$ cat config.mk
export PLATFORM = sky130hd
export DESIGN_NAME = rsw_seq
export DESIGN_NICKNAME = d
export VERILOG_FILES = /design/src/core/rsw_pkg.sv /design/src/core/rsw_et_tick.sv /design/src/core/rsw_seq.sv
export VERILOG_INCLUDE_DIRS = /design/src /design/src/core
export SDC_FILE = /design/constraint.sdc
export NUM_CORES = 1
export LEC_CHECK = 0
export ABC_CLOCK_PERIOD_IN_PS = 2400
export BUFFER_PORTS_ARGS = -buffer_cell sky130_fd_sc_hd__buf_2
export CAP_MARGIN = 20
export CORE_ASPECT_RATIO = 1.25
export CORE_MARGIN = 2
export CORE_UTILIZATION = 46
export DETAILED_ROUTE_END_ITERATION = 6
export PLACE_DENSITY_LB_ADDON = 0.2
export SLEW_MARGIN = 15
export SYNTH_ARGS = -nofsm -noshare
export SYNTH_HDL_FRONTEND = slang
export SYNTH_SLANG_ARGS = --single-unit
$ cat constraint.sdc
create_clock -name clk_i -period 2.4 [get_ports clk_i]
set_input_delay 0.24 -clock clk_i [delete_from_list [all_inputs] [get_ports clk_i]]
set_output_delay 0.24 -clock clk_i [all_outputs]
set_load 0.03 [all_outputs]
$ cat src/core/rsw_consts.svh
/*
 * constants for the reset, stop and wait sequencer: timing counts,
 * field positions and mode select values.
 * assumes a core clock of 200 MHz and an external clock of 8 MHz.
 */
`ifndef RSW_CONSTS_SVH
`define RSW_CONSTS_SVH

// clock periods in picoseconds
`define RSW_CLK_PS          5000
`define RSW_EXT_CLK_PS      125000

// latest first bus address after reset release, core cycles (120)
`define RSW_FIRST_ADDR_MAX  8'h78

// interrupt to first service access, core cycles (18 / 14)
`define RSW_SVC_NORM        5'h12
`define RSW_SVC_FAST        5'h0e

// wait wake to first vector address, core cycles (22 / 18)
`define RSW_VEC_NORM        5'h16
`define RSW_VEC_FAST        5'h12

// wait wake to first data access: fast in core cycles (18),
// normal in external clock periods (22)
`define RSW_WDM_FAST        5'h12
`define RSW_WDM_NORM_ET     8'h16

// stop wake to first data access, in half core cycles (1.5 cycles)
`define RSW_STOP_WAKE_HALF  5'h03

// reset output pulse, external clock periods (128 / 8)
`define RSW_RESET_OUT_PULSE_NORM_ET    8'h80
`define RSW_RESET_OUT_PULSE_INT_ET     8'h08

// fast stop recovery bit of the operating mode register
`define RSW_OMR_FAST_BIT    6

// mode select value that shows interrupt fetches on the pins
`define RSW_MODE_PIN_FETCH  2'h3

`endif

$ cat src/core/rsw_pkg.sv
/*
 * types of the reset, stop and wait sequencer.
 * assumes nothing beyond a systemverilog compiler.
 */
package rsw_pkg;

   // sequencer states
   typedef enum logic [2:0] {
      rsw_st_reset,
      rsw_st_boot,
      rsw_st_run,
      rsw_st_wait,
      rsw_st_wake_w,
      rsw_st_stop,
      rsw_st_wake_s
   } rsw_state_t;

   // whole state of the sequencer
   typedef struct packed {
      rsw_state_t  st;
      logic [4:0]  cnt;
      logic [7:0]  et_cnt;
      logic [4:0]  svc_cnt;
      logic        svc_busy;
      logic        fast;
      logic        vec_done;
      logic        dm_done;
      logic        irq1_q;
      logic        irq2_q;
      logic        core_rst;
      logic        reset_out_pulse_n;
      logic        pll_en;
      logic        pll_byp;
      logic        mclk_en;
      logic        first_addr;
      logic        svc_ok;
      logic        vec_fetch;
      logic        vec_pin;
      logic        dm_ok;
      logic        fetch_vis;
   } rsw_seq_st_t;

   // whole state of the external clock period divider
   typedef struct packed {
      logic [15:0] cnt;
      logic        tick;
   } rsw_tick_st_t;

endpackage

$ cat src/core/rsw_et_tick.sv
/*
 * external clock period divider: one tick per external period.
 * assumes the core clock is an integer multiple of the external clock.
 */
`timescale 1ns/10ps
`include "rsw_consts.svh"

module rsw_et_tick
   import rsw_pkg::*;
#(
   parameter int DIV = `RSW_EXT_CLK_PS / `RSW_CLK_PS
) (
   input  wire logic clk_i,
   input  wire logic rst_i,
   input  wire logic restart_i,
   output logic      tick_o
);

   localparam logic [15:0] LAST = 16'(DIV - 1);

   rsw_tick_st_t s_r;
   rsw_tick_st_t s_nxt;

   ////////////////////////////////////////////////////////////////////////
   // period count, restart aligns the first full period
   always_comb begin
      s_nxt = s_r;
      s_nxt.tick = 1'b0;
      if (restart_i) begin
         s_nxt.cnt = 16'h0000;
      end else if (s_r.cnt == LAST) begin
         s_nxt.cnt = 16'h0000;
         s_nxt.tick = 1'b1;
      end else begin
         s_nxt.cnt = s_r.cnt + 16'h0001;
      end
   end

   always_ff @(posedge clk_i) begin
      if (rst_i) begin
         s_r <= '0;
      end else begin
         s_r <= s_nxt;
      end
   end

   assign tick_o = s_r.tick;

endmodule

$ cat src/core/rsw_seq.sv
/*
 * reset, stop, wait and interrupt wake sequencer of the core.
 * assumes all inputs synchronous to clk_i; interrupt and board reset
 * lines are active low; the external clock is a fixed multiple.
 */
`timescale 1ns/10ps
`include "rsw_consts.svh"

module rsw_seq
   import rsw_pkg::*;
#(
   parameter logic [7:0] FIRST_ADDR_CYC = 8'h10,
   parameter int         EXT_DIV        = `RSW_EXT_CLK_PS / `RSW_CLK_PS
) (
   input  wire logic        clk_i,
   input  wire logic        rst_i,
   input  wire logic        board_reset_n_i,
   input  wire logic        internal_reset_mode_i,
   input  wire logic        ext_irq_first_n_i,
   input  wire logic        ext_irq_second_n_i,
   input  wire logic        stop_req_i,
   input  wire logic        wait_req_i,
   input  wire logic        pll_on_req_i,
   input  wire logic        ext_clk_direct_i,
   input  wire logic [15:0] operating_mode_reg_i,
   input  wire logic [1:0]  mode_sel_i,
   output logic             core_reset_o,
   output logic             reset_out_pulse_n_o,
   output logic             pll_enable_o,
   output logic             pll_bypass_o,
   output logic             master_clk_en_o,
   output logic             first_addr_o,
   output logic             svc_access_ok_o,
   output logic             vector_fetch_o,
   output logic             vector_pin_o,
   output logic             data_access_ok_o,
   output logic             fetch_visible_o
);

   localparam logic [4:0] STOP_WAKE_CYC = (`RSW_STOP_WAKE_HALF + 5'h01) >> 1;

   localparam rsw_seq_st_t RESET_VAL = '{
      st: rsw_st_reset, irq1_q: 1'b1, irq2_q: 1'b1, core_rst: 1'b1,
      pll_byp: 1'b1, mclk_en: 1'b1, default: '0};

   rsw_seq_st_t s_r;
   rsw_seq_st_t s_nxt;
   logic        et_tick;
   logic        rst_req;
   logic        enter_rst;
   logic        irq1_fall;
   logic        irq2_fall;
   logic        fast_sel;
   logic [7:0]  reset_out_pulse_len;

   // picks the fast or the normal figure of a latency
   function automatic logic [4:0] pick(input logic       f,
                                       input logic [4:0] fast_v,
                                       input logic [4:0] norm_v);
      pick = f ? fast_v : norm_v;
   endfunction

   ////////////////////////////////////////////////////////////////////////
   // request decode
   assign rst_req   = !board_reset_n_i;
   assign enter_rst = rst_req && (s_r.st != rsw_st_reset);
   assign irq1_fall = s_r.irq1_q && !ext_irq_first_n_i;
   assign irq2_fall = s_r.irq2_q && !ext_irq_second_n_i;
   assign fast_sel  = ext_clk_direct_i
                    || operating_mode_reg_i[`RSW_OMR_FAST_BIT];
   assign reset_out_pulse_len  = internal_reset_mode_i ? `RSW_RESET_OUT_PULSE_INT_ET
                                            : `RSW_RESET_OUT_PULSE_NORM_ET;

   // external period ticks, realigned whenever reset is entered
   rsw_et_tick #(
      .DIV       (EXT_DIV)
   ) u_et_tick (
      .clk_i     (clk_i),
      .rst_i     (rst_i),
      .restart_i (enter_rst),
      .tick_o    (et_tick)
   );

   ////////////////////////////////////////////////////////////////////////
   // next state
   always_comb begin
      s_nxt = s_r;
      s_nxt.irq1_q = ext_irq_first_n_i;
      s_nxt.irq2_q = ext_irq_second_n_i;
      s_nxt.first_addr = 1'b0;
      s_nxt.svc_ok = 1'b0;
      s_nxt.vec_fetch = 1'b0;
      s_nxt.vec_pin = 1'b0;
      s_nxt.dm_ok = 1'b0;
      // pin visibility only in mode 3
      s_nxt.fetch_vis = (mode_sel_i == `RSW_MODE_PIN_FETCH);
      // service latency counter, armed by an edge in run
      if (s_r.svc_busy) begin
         if (s_r.svc_cnt == pick(fast_sel, `RSW_SVC_FAST, `RSW_SVC_NORM)) begin
            s_nxt.svc_ok = 1'b1;
            s_nxt.svc_busy = 1'b0;
         end else begin
            s_nxt.svc_cnt = s_r.svc_cnt + 5'h01;
         end
      end else if (s_r.st == rsw_st_run && (irq1_fall || irq2_fall)) begin
         s_nxt.svc_busy = 1'b1;
         s_nxt.svc_cnt = 5'h01;
      end
      if (enter_rst) begin
         // reset taken on the first edge it is seen
         s_nxt = RESET_VAL;
         s_nxt.irq1_q = ext_irq_first_n_i;
         s_nxt.irq2_q = ext_irq_second_n_i;
      end else begin
         case (s_r.st)
            rsw_st_reset: begin
               // pll off and bypassed, core on source clock
               s_nxt.pll_en = 1'b0;
               s_nxt.pll_byp = 1'b1;
               s_nxt.mclk_en = 1'b1;
               s_nxt.svc_busy = 1'b0;
               // reset output held for the full count
               if (et_tick && s_r.et_cnt != reset_out_pulse_len) begin
                  s_nxt.et_cnt = s_r.et_cnt + 8'h01;
               end
               if (!rst_req && s_r.et_cnt == reset_out_pulse_len) begin
                  s_nxt.st = rsw_st_boot;
                  s_nxt.core_rst = 1'b0;
                  s_nxt.reset_out_pulse_n = 1'b1;
                  s_nxt.cnt = 5'h00;
                  s_nxt.et_cnt = 8'h00;
               end
            end
            rsw_st_boot: begin
               // first address well inside the limit
               if ({3'h0, s_r.cnt} == FIRST_ADDR_CYC) begin
                  s_nxt.first_addr = 1'b1;
                  s_nxt.st = rsw_st_run;
               end else begin
                  s_nxt.cnt = s_r.cnt + 5'h01;
               end
            end
            rsw_st_run: begin
               s_nxt.pll_en = pll_on_req_i;
               s_nxt.pll_byp = !pll_on_req_i;
               if (stop_req_i) begin
                  s_nxt.st = rsw_st_stop;
                  s_nxt.fast = fast_sel;
                  // normal stop drops pll and master clock on the same edge
                  if (!fast_sel) begin
                     s_nxt.pll_en = 1'b0;
                     s_nxt.pll_byp = 1'b1;
                     s_nxt.mclk_en = 1'b0;
                  end
               end else if (wait_req_i) begin
                  s_nxt.st = rsw_st_wait;
               end
            end
            rsw_st_wait: begin
               if (irq1_fall) begin
                  s_nxt.st = rsw_st_wake_w;
                  s_nxt.fast = fast_sel;
                  s_nxt.cnt = 5'h01;
                  s_nxt.et_cnt = 8'h00;
                  s_nxt.vec_done = 1'b0;
                  s_nxt.dm_done = 1'b0;
               end
            end
            rsw_st_wake_w: begin
               if (s_r.cnt != 5'h1f) begin
                  s_nxt.cnt = s_r.cnt + 5'h01;
               end
               if (et_tick && s_r.et_cnt != 8'hff) begin
                  s_nxt.et_cnt = s_r.et_cnt + 8'h01;
               end
               // vector address after 22 or 18 cycles
               if (!s_r.vec_done
                   && s_r.cnt == pick(s_r.fast, `RSW_VEC_FAST,
                                      `RSW_VEC_NORM)) begin
                  s_nxt.vec_fetch = 1'b1;
                  s_nxt.vec_pin = s_r.fetch_vis;
                  s_nxt.vec_done = 1'b1;
               end
               // data access after 18 cycles or 22 external
               if (!s_r.dm_done
                   && (s_r.fast ? s_r.cnt == `RSW_WDM_FAST
                                : s_r.et_cnt == `RSW_WDM_NORM_ET)) begin
                  s_nxt.dm_ok = 1'b1;
                  s_nxt.dm_done = 1'b1;
               end
               if (s_r.vec_done && s_r.dm_done) begin
                  s_nxt.st = rsw_st_run;
               end
            end
            rsw_st_stop: begin
               if (!ext_irq_first_n_i) begin
                  s_nxt.st = rsw_st_wake_s;
                  s_nxt.cnt = 5'h01;
                  // clock restarts, pll kept as stop left it: off and bypassed after a normal stop, as run set it from pll_on_req_i after a fast stop
                  s_nxt.mclk_en = 1'b1;
               end
            end
            rsw_st_wake_s: begin
               // data access after 2 cycles, one more if normal
               if (s_r.cnt == STOP_WAKE_CYC + {4'h0, !s_r.fast}) begin
                  s_nxt.dm_ok = 1'b1;
                  s_nxt.st = rsw_st_run;
               end else begin
                  s_nxt.cnt = s_r.cnt + 5'h01;
               end
            end
            default: begin
               s_nxt = RESET_VAL;
            end
         endcase
      end
   end

   // state register
   always_ff @(posedge clk_i) begin
      if (rst_i) begin
         s_r <= RESET_VAL;
      end else begin
         s_r <= s_nxt;
      end
   end

   ////////////////////////////////////////////////////////////////////////
   // outputs straight from the state register
   assign core_reset_o        = s_r.core_rst;
   assign reset_out_pulse_n_o = s_r.reset_out_pulse_n;
   assign pll_enable_o        = s_r.pll_en;
   assign pll_bypass_o        = s_r.pll_byp;
   assign master_clk_en_o     = s_r.mclk_en;
   assign first_addr_o        = s_r.first_addr;
   assign svc_access_ok_o     = s_r.svc_ok;
   assign vector_fetch_o      = s_r.vec_fetch;
   assign vector_pin_o        = s_r.vec_pin;
   assign data_access_ok_o    = s_r.dm_ok;
   assign fetch_visible_o     = s_r.fetch_vis;

   ////////////////////////////////////////////////////////////////////////
   // checks
   localparam int A_RESET_OUT_PULSE_MIN = 8 * EXT_DIV - 1;
   logic [15:0] a_low_cnt;

   // cycles spent with the reset output low
   always_ff @(posedge clk_i) begin
      if (rst_i || s_r.reset_out_pulse_n) begin
         a_low_cnt <= 16'h0000;
      end else if (a_low_cnt != 16'hffff) begin
         a_low_cnt <= a_low_cnt + 16'h0001;
      end
   end
endmodule

==> flow_metrics.tcl, run 1 <==
set metrics [dict create \
    vdd.ir_drop.worst_v 0.000373 \
    groute.usage.overall_pct 19.1 \
    number_of_nets_produced_by_synthesis 398 \
    floorplan.die_area_mm2 0.00729 \
    postRouteAntennaNets 0 \
    finalSetupViolations 0 \
    synthCells 357 \
    viasPerCell 5.73 \
    tritoncts.num_buffers 5 \
    final-max-slew-violation-count 0 \
    setup.worst_path.class "register to register" \
    timing.max_cap.violations 0 \
    detailed_place.area_mm2 0.00328 \
    die_height_um 95.0 \
    die_width_um 76.8 \
    grt_pass1_wl_mm 11.2 \
    row_count 33 \
    layout-area-overhead-vs-synth_pct 10.8 \
    start_kind "register" \
    synth_ff_type "dfxtp_1" \
    insertion_delay_ns 0.31 \
    type_of_the_most_critical_hold_path "input pin to register" \
    multiInputGateArea_mm2 0.00182 \
    post-cts-setup-buffer-count 0 \
    maximum_number_of_pins_on_one_net_before_global_route_repair 21 \
    leakagePower_nw 1.29 \
    rsz0062_at_grt "no" \
    finalWeightedCongestion 0.827 \
    clock_transition_at_the_registers_of_the_reported_paths_ns 0.11 \
    finalCritPeriodShare_pct 93.5 \
    tritoncts "built" \
    cell_types_with_the_largest_area_share_after_synthesis "dfxtp_1 36%, nor2_1 5.5%, ha_1 5.3%, nand2_1 4.1%, xor2_1 2.6%" \
    run_status "finished, final reports clean" \
    synth.lib_cells_used.distinct 68 \
    yosys_register_bits 55 \
    synth_top_area_share_pct 36.1 \
    worst-r2r-setup-slack_ns 0.16 \
    timing.final.crit_period_ns 2.24 \
    syn_avg_cell_area_um2 8.53 \
    synth_area_leader_cell "dfxtp_1" \
    fin_util_pct 52.1 \
    pin_count 39 \
    n_antenna_cell 0 \
    route.vias.total 2712 \
    port_buffers 23 \
    detail_route.iter0.violations 148 \
    critPathCaptureType "register" \
    cp.required_ns 2.62 \
    finish.net_count 426 \
    fmax_mhz 446 \
    clock-sinks 55 \
    fillers 632 \
    design.core.area_mm2 0.00648 \
    cpMaxStageDelayCell "dfxtp_1" \
    critPathBufInv 0 \
    worst-endpoint-arrival_ns 2.47 \
    ff_latch_area_mm2 0.00110 \
    floorplan.initialDensity_pct 47.0 \
    yosysWarningCount 0 \
    ys_seq_area_share_pct 36.1 \
    detailed_place_hpwl_mm 5.04 \
    timing.max_slew.rel_slack_pct 65.3 \
    grt_pass1_vias 2441 \
    overflow 0 \
    critical_path.max_stage_delay_ns 0.39 \
    path_delay_family "simple AND/OR/NAND/NOR gates" \
    worstPathCellList "ha_1 -> and3_1 -> ha_1 -> mux2_2 -> nand2_1 -> o211ai_1 -> or2_4 -> o41ai_2" \
    htree_levels 2 \
    clockRootBuffer "clkbuf_8" \
    post_route_clock_skew_ns 0.00763 \
    detail_route.first_pass.iterations 4 \
    drive_gt1_share_pct 14.8 \
    synth_async_sr_flop_share_pct 0 \
    pwr_density_cell_mw_per_mm2 583 \
    routedWlPerCell_um 14.4 \
    critical_path.most_common_cell "ha_1" \
    cts.path.max_buffers 2 \
    synth_enable_flop_cells 0 \
    critPathMaxFanout 6 \
    worst_max_slew_pin_slew_ns 0.519 \
    grt_antenna_before_repair 0 \
    finalWirelength_mm 6.79 \
    tns_ns 0 \
    syn-cell-area_mm2 0.00305 \
    drc 0 \
    finish.instance_area_mm2 0.00338 \
    hold_fails_final_rpt 0 \
]
==> cells by family after synthesis <==
logic type               after synthesis  share of synthesized area [%]
AND/OR/NAND/NOR                      162                           28.5
AO/OA/AOI/OAI                         80                           20.0
flip-flops                            55                           36.1
buffers and inverters                 27                           4.07
XOR/XNOR                              17                           4.89
adder cells (fa/ha/maj)               13                           5.34
multiplexers                           3                           1.03
==> per-stage QoR <==
stage | setup slack [ns] | hold slack [ns] | power, W | cells
after global routing | 0.0290 | 0.129 | 0.00207 | 473
final | 0.156 | 0.139 | 0.00197 | 473
after detailed placement | 0.221 | 0.443 | 0.00142 | 465
after CTS | 0.175 | 0.133 | 0.00198 | 473
after global placement | 0.211 | 0.434 | 0.00142 | 465
after floorplan | 0.411 | 0.346 | 0.00130 | 357
==> cells in the final DEF, fill, tap and decap left out, types with 3 or more instances in the layout <==
cell type  instances
dfxtp_1           55
nor2_1            45
nand2_1           33
buf_2             23
inv_1             15
nand3_1           13
ha_1              13
a21oi_1           12
buf_4             10
xor2_1             9
o211ai_1           9
xnor2_1            8
o21ai_0            8
and3_1             7
nor2b_1            7
a211oi_1           7
nor3_1             7
nand4_1            6
nor3b_1            6
nand2b_1           5
o31ai_1            5
clkbuf_8           5
and2_1             4
nand3b_1           4
o21ai_1            4
nor4_1             3
and4_1             3
o211a_1            3
o32ai_1            3
o21a_1             3
==> routing by layer <==
metal	vias to the layer above	global-route usage, %	share of wire [%]
met3	11	3.15	4.1
met4	0	7.88	2.5
met5	-	0	0
li1	1353	-	-
met1	1279	22.8	44
met2	69	33.9	49
==> flip-flops by register name, summed over array words and instances, names as in the netlist <==
register,cells
u_et_tick.tick_o,1
pll_bypass_o,1
s_r,27
vector_pin_o,1
u_et_tick.s_r,16
svc_access_ok_o,1
master_clk_en_o,1
vector_fetch_o,1
reset_out_pulse_n_o,1
fetch_visible_o,1
pll_enable_o,1
core_reset_o,1
data_access_ok_o,1
first_addr_o,1
==> path summary, 6_finish.rpt <==
kind	from	end	cells past startpoint
setup / recovery	s_r[30]	s_r[33]	8
hold / removal	mode_sel_i[1]	fetch_visible_o	2
setup reg to reg	s_r[30]	s_r[33]	8
hold reg to reg	pll_enable_o	pll_enable_o	2
==> what timing repair did <==
| item | in CTS | in global routing |
|---|---|---|
| hold buffers | 0 | 0 |
| setup endpoints to repair | 0 | 1 |
| gates resized for setup | 0 | 1 |
==> cell usage after synthesis (all sizes together) (4+ instances only) <==
| cell type | instances |
|---|---|
| dfxtp | 55 |
| nor2 | 45 |
| nand2 | 33 |
| inv | 15 |
| nand3 | 14 |
| ha | 13 |
| a21oi | 12 |
| o21ai | 12 |
| nor3b | 9 |
| o211ai | 9 |
| xor2 | 9 |
| buf | 8 |
| nor3 | 8 |
| xnor2 | 8 |
| a211oi | 7 |
| and3 | 7 |
| nor2b | 7 |
| nand4 | 6 |
| and2 | 5 |
| nand2b | 5 |
| o31ai | 5 |
| clkbuf | 4 |
| nand3b | 4 |
| or2 | 4 |
==> report_power, final <==
group,leakage (nW),switching (W),internal [W]
Clock,0.0511,0.000337,0.000221
Sequential,0.445,0.0000473,0.000946
Combinational,0.790,0.000260,0.000156
==> area by class of cell <==
cell class | instances | share of cell area, %
clock buffer | 5 | 2.04
clock inverter | 3 | 0.852
inverter | 15 | 1.67
multi-input combinational | 275 | 54.0
sequential | 55 | 32.6
tap | 87 | 3.22
timing repair buffer | 33 | 5.63
(Power assumes the default switching activity.)
==> run 2: changes to the inputs <==
- CELL_PAD_IN_SITES_DETAIL_PLACEMENT: unset -> 1
- CELL_PAD_IN_SITES_GLOBAL_PLACEMENT: unset -> 2
- CORE_UTILIZATION: 46 -> 35
==> flow_metrics.tcl, run 2 (same netlist as run 1, synthesis figures left out) <==
set metrics [dict create \
    postCtsHoldBufs 0 \
    timing.max_slew.rel_slack_pct 61.8 \
    tritoncts "built" \
    n_antenna_cell 0 \
    layout-area-overhead-vs-synth_pct 12.3 \
    post_route_clock_skew_ns 0.0103 \
    die_height_um 108 \
    share_seq_of_total_power_pct 50.3 \
    worst-endpoint-arrival_ns 2.44 \
    run_status "finished, final reports clean" \
    row_count 38 \
    tns_ns 0 \
    design.core.area_mm2 0.00856 \
    vdd.ir_drop.worst_v 0.000266 \
    overflow 0 \
    floorplan.initialDensity_pct 35.6 \
    clockRootBuffer "clkbuf_8" \
    critical_path.reg2reg.endpoint "s_r[33]" \
    viasPerCell 5.60 \
    finalWeightedCongestion 0.812 \
    clock_transition_at_the_registers_of_the_reported_paths_ns 0.11 \
    setup.worst_path.class "register to register" \
    htree_levels 2 \
    finish.instance_area_mm2 0.00342 \
    postLayoutSetupSlackWorst_ns 0.162 \
    switching_part_of_the_total_pct 33.5 \
    final-max-slew-violation-count 0 \
    largest_register "s_r" \
    hold_fails_final_rpt 0 \
    cp.required_ns 2.61 \
    pin_count 39 \
    timing.final.crit_period_ns 2.24 \
    finalCritPeriodShare_pct 93.3 \
    net-switching-power_w 0.000664 \
    tritoncts.num_buffers 5 \
    critPathCaptureType "register" \
    route.vias.total 2732 \
    groute.usage.overall_pct 17.8 \
    crit-reg2reg-launch "s_r[30]" \
    type_of_the_most_critical_hold_path "input pin to register" \
    leakagePower_nw 1.30 \
    biggestRegsByFlops "s_r: 27 flops, u_et_tick.s_r: 16 flops" \
    clockPowerShare_pct 27.4 \
    critPathMaxFanout 6 \
    grt_pass1_vias 2782 \
    whs_path_depth 2 \
    finish.net_count 428 \
    pwr_density_cell_mw_per_mm2 580 \
    detail_route.first_pass.iterations 4 \
    cts.path.max_buffers 2 \
    grt_antenna_before_repair 0 \
    holdPathEnd "fetch_visible_o" \
    detail_route.iter0.violations 125 \
    largest_register_ffs 27 \
    layout.cells.most_common "dfxtp_1" \
    multiInputGateArea_mm2 0.00183 \
    detailed_place_hpwl_mm 5.93 \
    finalSetupViolations 0 \
    drive_gt1_share_pct 16.2 \
    finalWirelength_mm 7.98 \
    layout.cells.most_common_list "53 x dfxtp_1, 45 x nor2_1, 32 x nand2_1" \
    fmax_mhz 447 \
    clock-sinks 55 \
    ff_latch_area_mm2 0.00110 \
    timing.hold.worst.start "mode_sel_i[1]" \
    timing.max_cap.violations 0 \
    dp_worst_setup_slack_ns 0.135 \
    reg2reg_depth 9 \
    pwr-share-comb_pct 22.3 \
    floorplan.die_area_mm2 0.00947 \
    rsz0062_at_grt "no" \
    start_kind "register" \
    detailed_place.area_mm2 0.00331 \
    routedWlPerCell_um 16.4 \
    drc 0 \
    worst-r2r-setup-slack_ns 0.16 \
    grt_pass1_wl_mm 13.5 \
    fillers 1055 \
    die_width_um 87.5 \
    intPower_w 0.00132 \
    port_buffers 23 \
    postRouteAntennaNets 0 \
    maximum_number_of_pins_on_one_net_before_global_route_repair 22 \
    worst_max_slew_pin_slew_ns 0.571 \
    insertion_delay_ns 0.32 \
]
==> run 2: how the worst max path moves through the flow <==
stage / from / end / slack [ns] / cells past startpoint
after CTS: s_r[30] / s_r[33] / 0.10 / 7
after global routing: s_r[30] / s_r[30] / 0.002 / 9
after detailed placement: s_r[30] / s_r[30] / 0.14 / 7
final: s_r[30] / s_r[33] / 0.16 / 9
after global placement: s_r[30] / s_r[33] / 0.18 / 8
after floorplan: s_r[30] / s_r[33] / 0.41 / 8
==> run 2: layer usage <==
| layer | up-vias | global-route usage (%) | wire length [um] |
|---|---|---|---|
| li1 | 1349 | - | - |
| met1 | 1353 | 22.5 | 3620 |
| met2 | 20 | 30.4 | 4060 |
| met3 | 10 | 2.67 | 120 |
| met4 | 0 | 6.70 | 182 |
| met5 | - | 0 | 0 |
==> run 2: final cells by class <==
cell class,instances,area share (%)
multi-input combinational,275,53.5
clock buffer,5,2.01
tap,100,3.66
clock inverter,3,0.549
timing repair buffer,35,6.36
inverter,15,1.65
sequential,55,32.3
==> run 2: power by group through the flow <==
stage | Clock [W] | Sequential, W | Combinational, W
3_5_place_dp | 0 | 0.00102 | 0.000433
3_3_place_gp | 0 | 0.00102 | 0.000428
4_1_cts | 0.000567 | 0.000996 | 0.000437
5_1_grt | 0.000588 | 0.00101 | 0.000493
6_report | 0.000545 | 0.000998 | 0.000442
2_1_floorplan | 0 | 0.00101 | 0.000296
==> run 2: critical path, stage by stage, from the launching register on <==
cell	delay [ns]
dfxtp_2	0.38
ha_1	0.24
and3_1	0.20
ha_1	0.18
mux2_2	0.26
nand2_1	0.05
o211ai_1	0.18
buf_4	0.20
o311ai_1	0.32
o41ai_2	0.12
==> run 2: metrics by stage <==
stage	cells	power (W)	hold WS, ns	util, %
2_1_floorplan	357	0.00130	0.346	-
3_3_place_gp	478	0.00144	0.429	38.6
3_5_place_dp	478	0.00145	0.438	38.6
4_1_cts	486	0.00200	0.135	39.7
5_1_grt	488	0.00209	0.142	40.0
6_report	488	0.00198	0.137	40.0
==> run 2: timing repair <==
item	in CTS	in global routing
buffers inserted	0	2
gates resized for setup	0	5
endpoints found under the hold margin	0	0
endpoints found under the setup margin	0	18
==> run 3: changes to the inputs <==
--- a/config.mk
+++ b/config.mk
@@ -15,3 +15,3 @@
 export CORE_MARGIN = 2
-export CORE_UTILIZATION = 35
+export CORE_UTILIZATION = 30
 export DETAILED_ROUTE_END_ITERATION = 6
--- a/constraint.sdc
+++ b/constraint.sdc
@@ -3,2 +3,2 @@
 set_output_delay 0.24 -clock clk_i [all_outputs]
-set_load 0.03 [all_outputs]
+set_load 0.01 [all_outputs]
==> flow_metrics.tcl, run 3 (same netlist as run 1, synthesis figures left out) <==
set metrics [dict create \
    postCtsHoldBufs 0 \
    type_of_the_most_critical_hold_path "input pin to register" \
    clock-sinks 55 \
    critPathMaxFanout 7 \
    final-max-slew-violation-count 0 \
    cts.path.max_buffers 2 \
    floorplan.die_area_mm2 0.0110 \
    drive_gt1_share_pct 15.2 \
    pin_count 39 \
    worst_max_slew_pin_slew_ns 0.573 \
    detail_route.iter0.violations 88 \
    row_count 41 \
    largest_register "s_r" \
    fmax_mhz 441 \
    timing.final.crit_period_ns 2.27 \
    design.core.area_mm2 0.0100 \
    die_width_um 94.1 \
    groute.usage.overall_pct 16.4 \
    finalSetupViolations 0 \
    grt_pass1_wl_mm 14.2 \
    grt_pass1_vias 2800 \
    n_antenna_cell 0 \
    final_cell_count_no_fill 516 \
    maximum_number_of_pins_on_one_net_before_global_route_repair 25 \
    timing.max_cap.violations 0 \
    finalWirelength_mm 8.42 \
    pwr_density_cell_mw_per_mm2 610 \
    worst-endpoint-arrival_ns 2.47 \
    finish.net_count 429 \
    timing.max_slew.rel_slack_pct 61.7 \
    clock_transition_at_the_registers_of_the_reported_paths_ns 0.07 \
    leakagePower_nw 1.32 \
    biggestRegsByFlops "s_r: 27 flops, u_et_tick.s_r: 16 flops" \
    detailed_place_hpwl_mm 6.31 \
    cp.required_ns 2.60 \
    tritoncts "built" \
    power.total_w 0.00214 \
    viasPerCell 5.22 \
    layout.cells.most_common_list "54 x dfxtp_1, 45 x nor2_1, 33 x nand2_1" \
    overflow 0 \
    routedWlPerCell_um 16.3 \
    clockRootBuffer "clkbuf_16" \
    finalWeightedCongestion 0.766 \
    detail_route.first_pass.iterations 4 \
    floorplan.initialDensity_pct 30.5 \
    die_height_um 117 \
    insertion_delay_ns 0.29 \
    layout-area-overhead-vs-synth_pct 14.9 \
    tns_ns 0 \
    rsz0062_at_grt "no" \
    placed_cells 509 \
    critPathCaptureType "register" \
    postRouteAntennaNets 0 \
    tritoncts.num_buffers 5 \
    run_status "finished, final reports clean" \
    vdd.ir_drop.worst_v 0.000273 \
    layout.cells.most_common "dfxtp_1" \
    hold_fails_final_rpt 0 \
    start_kind "register" \
    largest_register_ffs 27 \
    htree_levels 2 \
    finalCritPeriodShare_pct 94.4 \
    grt_antenna_before_repair 0 \
    setup.worst_path.class "register to register" \
    post_route_clock_skew_ns 0.00908 \
    route.vias.total 2696 \
    port_buffers 23 \
    drc 0 \
]
-- run 3: cell types whose count changed in the layout (fill, tap and decap cells not counted), sizes merged --
cell    change
clkbuf      +1
inv         -1
clkinv      -2
buf         +1
-- run 3: worst max-delay path, stage by stage, from the launching register on --
cell	delay [ns]
dfxtp_1	0.38
ha_1	0.24
and3_1	0.20
ha_1	0.17
mux2_2	0.25
nand2_1	0.06
o211ai_1	0.23
or2_4	0.36
o41ai_2	0.27
-- run 3: path summary, 6_finish.rpt --
| path | start | end | cells after the start | slack, ns |
|---|---|---|---|---|
| max reg2reg | s_r[31] | s_r[33] | 8 | 0.13 |
| min | mode_sel_i[1] | fetch_visible_o | 2 | 0.18 |
| max | s_r[31] | s_r[33] | 8 | 0.13 |
| min reg2reg | pll_enable_o | pll_enable_o | 2 | 0.46 |
-- run 3: what timing repair did --
item,CTS,global route
buffers inserted,0,1
endpoints found under the setup margin,0,3
hold endpoints to repair,0,0
resized for setup,0,3
-- run 3: metal layers --
layer  track usage [%]  part of all wire (%)
met5                 0                     0
met4              4.06                  0.84
met1              21.2                    47
met2              28.5                    49
met3              2.97                   2.6
-- run 3: final cells by class --
type / instances / area (um2)
multi-input combinational: 275 / 1830
timing repair buffer: 36 / 225
fill: 1224 / 6500
inverter: 15 / 56.3
clock buffer: 6 / 129
tap: 129 / 161
sequential: 55 / 1100
-- run 3: where the power goes --
part | internal [W] | leakage [nW] | switching, W | total (W)
sequential | 0.000947 | 0.445 | 0.0000470 | 0.000994
combinational | 0.000171 | 0.814 | 0.000277 | 0.000448
clock | 0.000377 | 0.0628 | 0.000319 | 0.000695
total | 0.00149 | 1.32 | 0.000642 | 0.00214
-- run 3: per-stage QoR --
| step | cell area [um2] | setup slack [ns] | hold slack [ns] | util [%] |
|---|---|---|---|---|
| final | 3500 | 0.135 | 0.182 | 35.0 |
| after global routing | 3500 | 0.0174 | 0.178 | 35.0 |
| after CTS | 3490 | 0.0996 | 0.175 | 34.9 |
| after detailed placement | 3360 | 0.129 | 0.447 | 33.6 |
| after global placement | 3360 | 0.164 | 0.432 | 33.6 |
| after floorplan | 3050 | 0.411 | 0.346 | - |
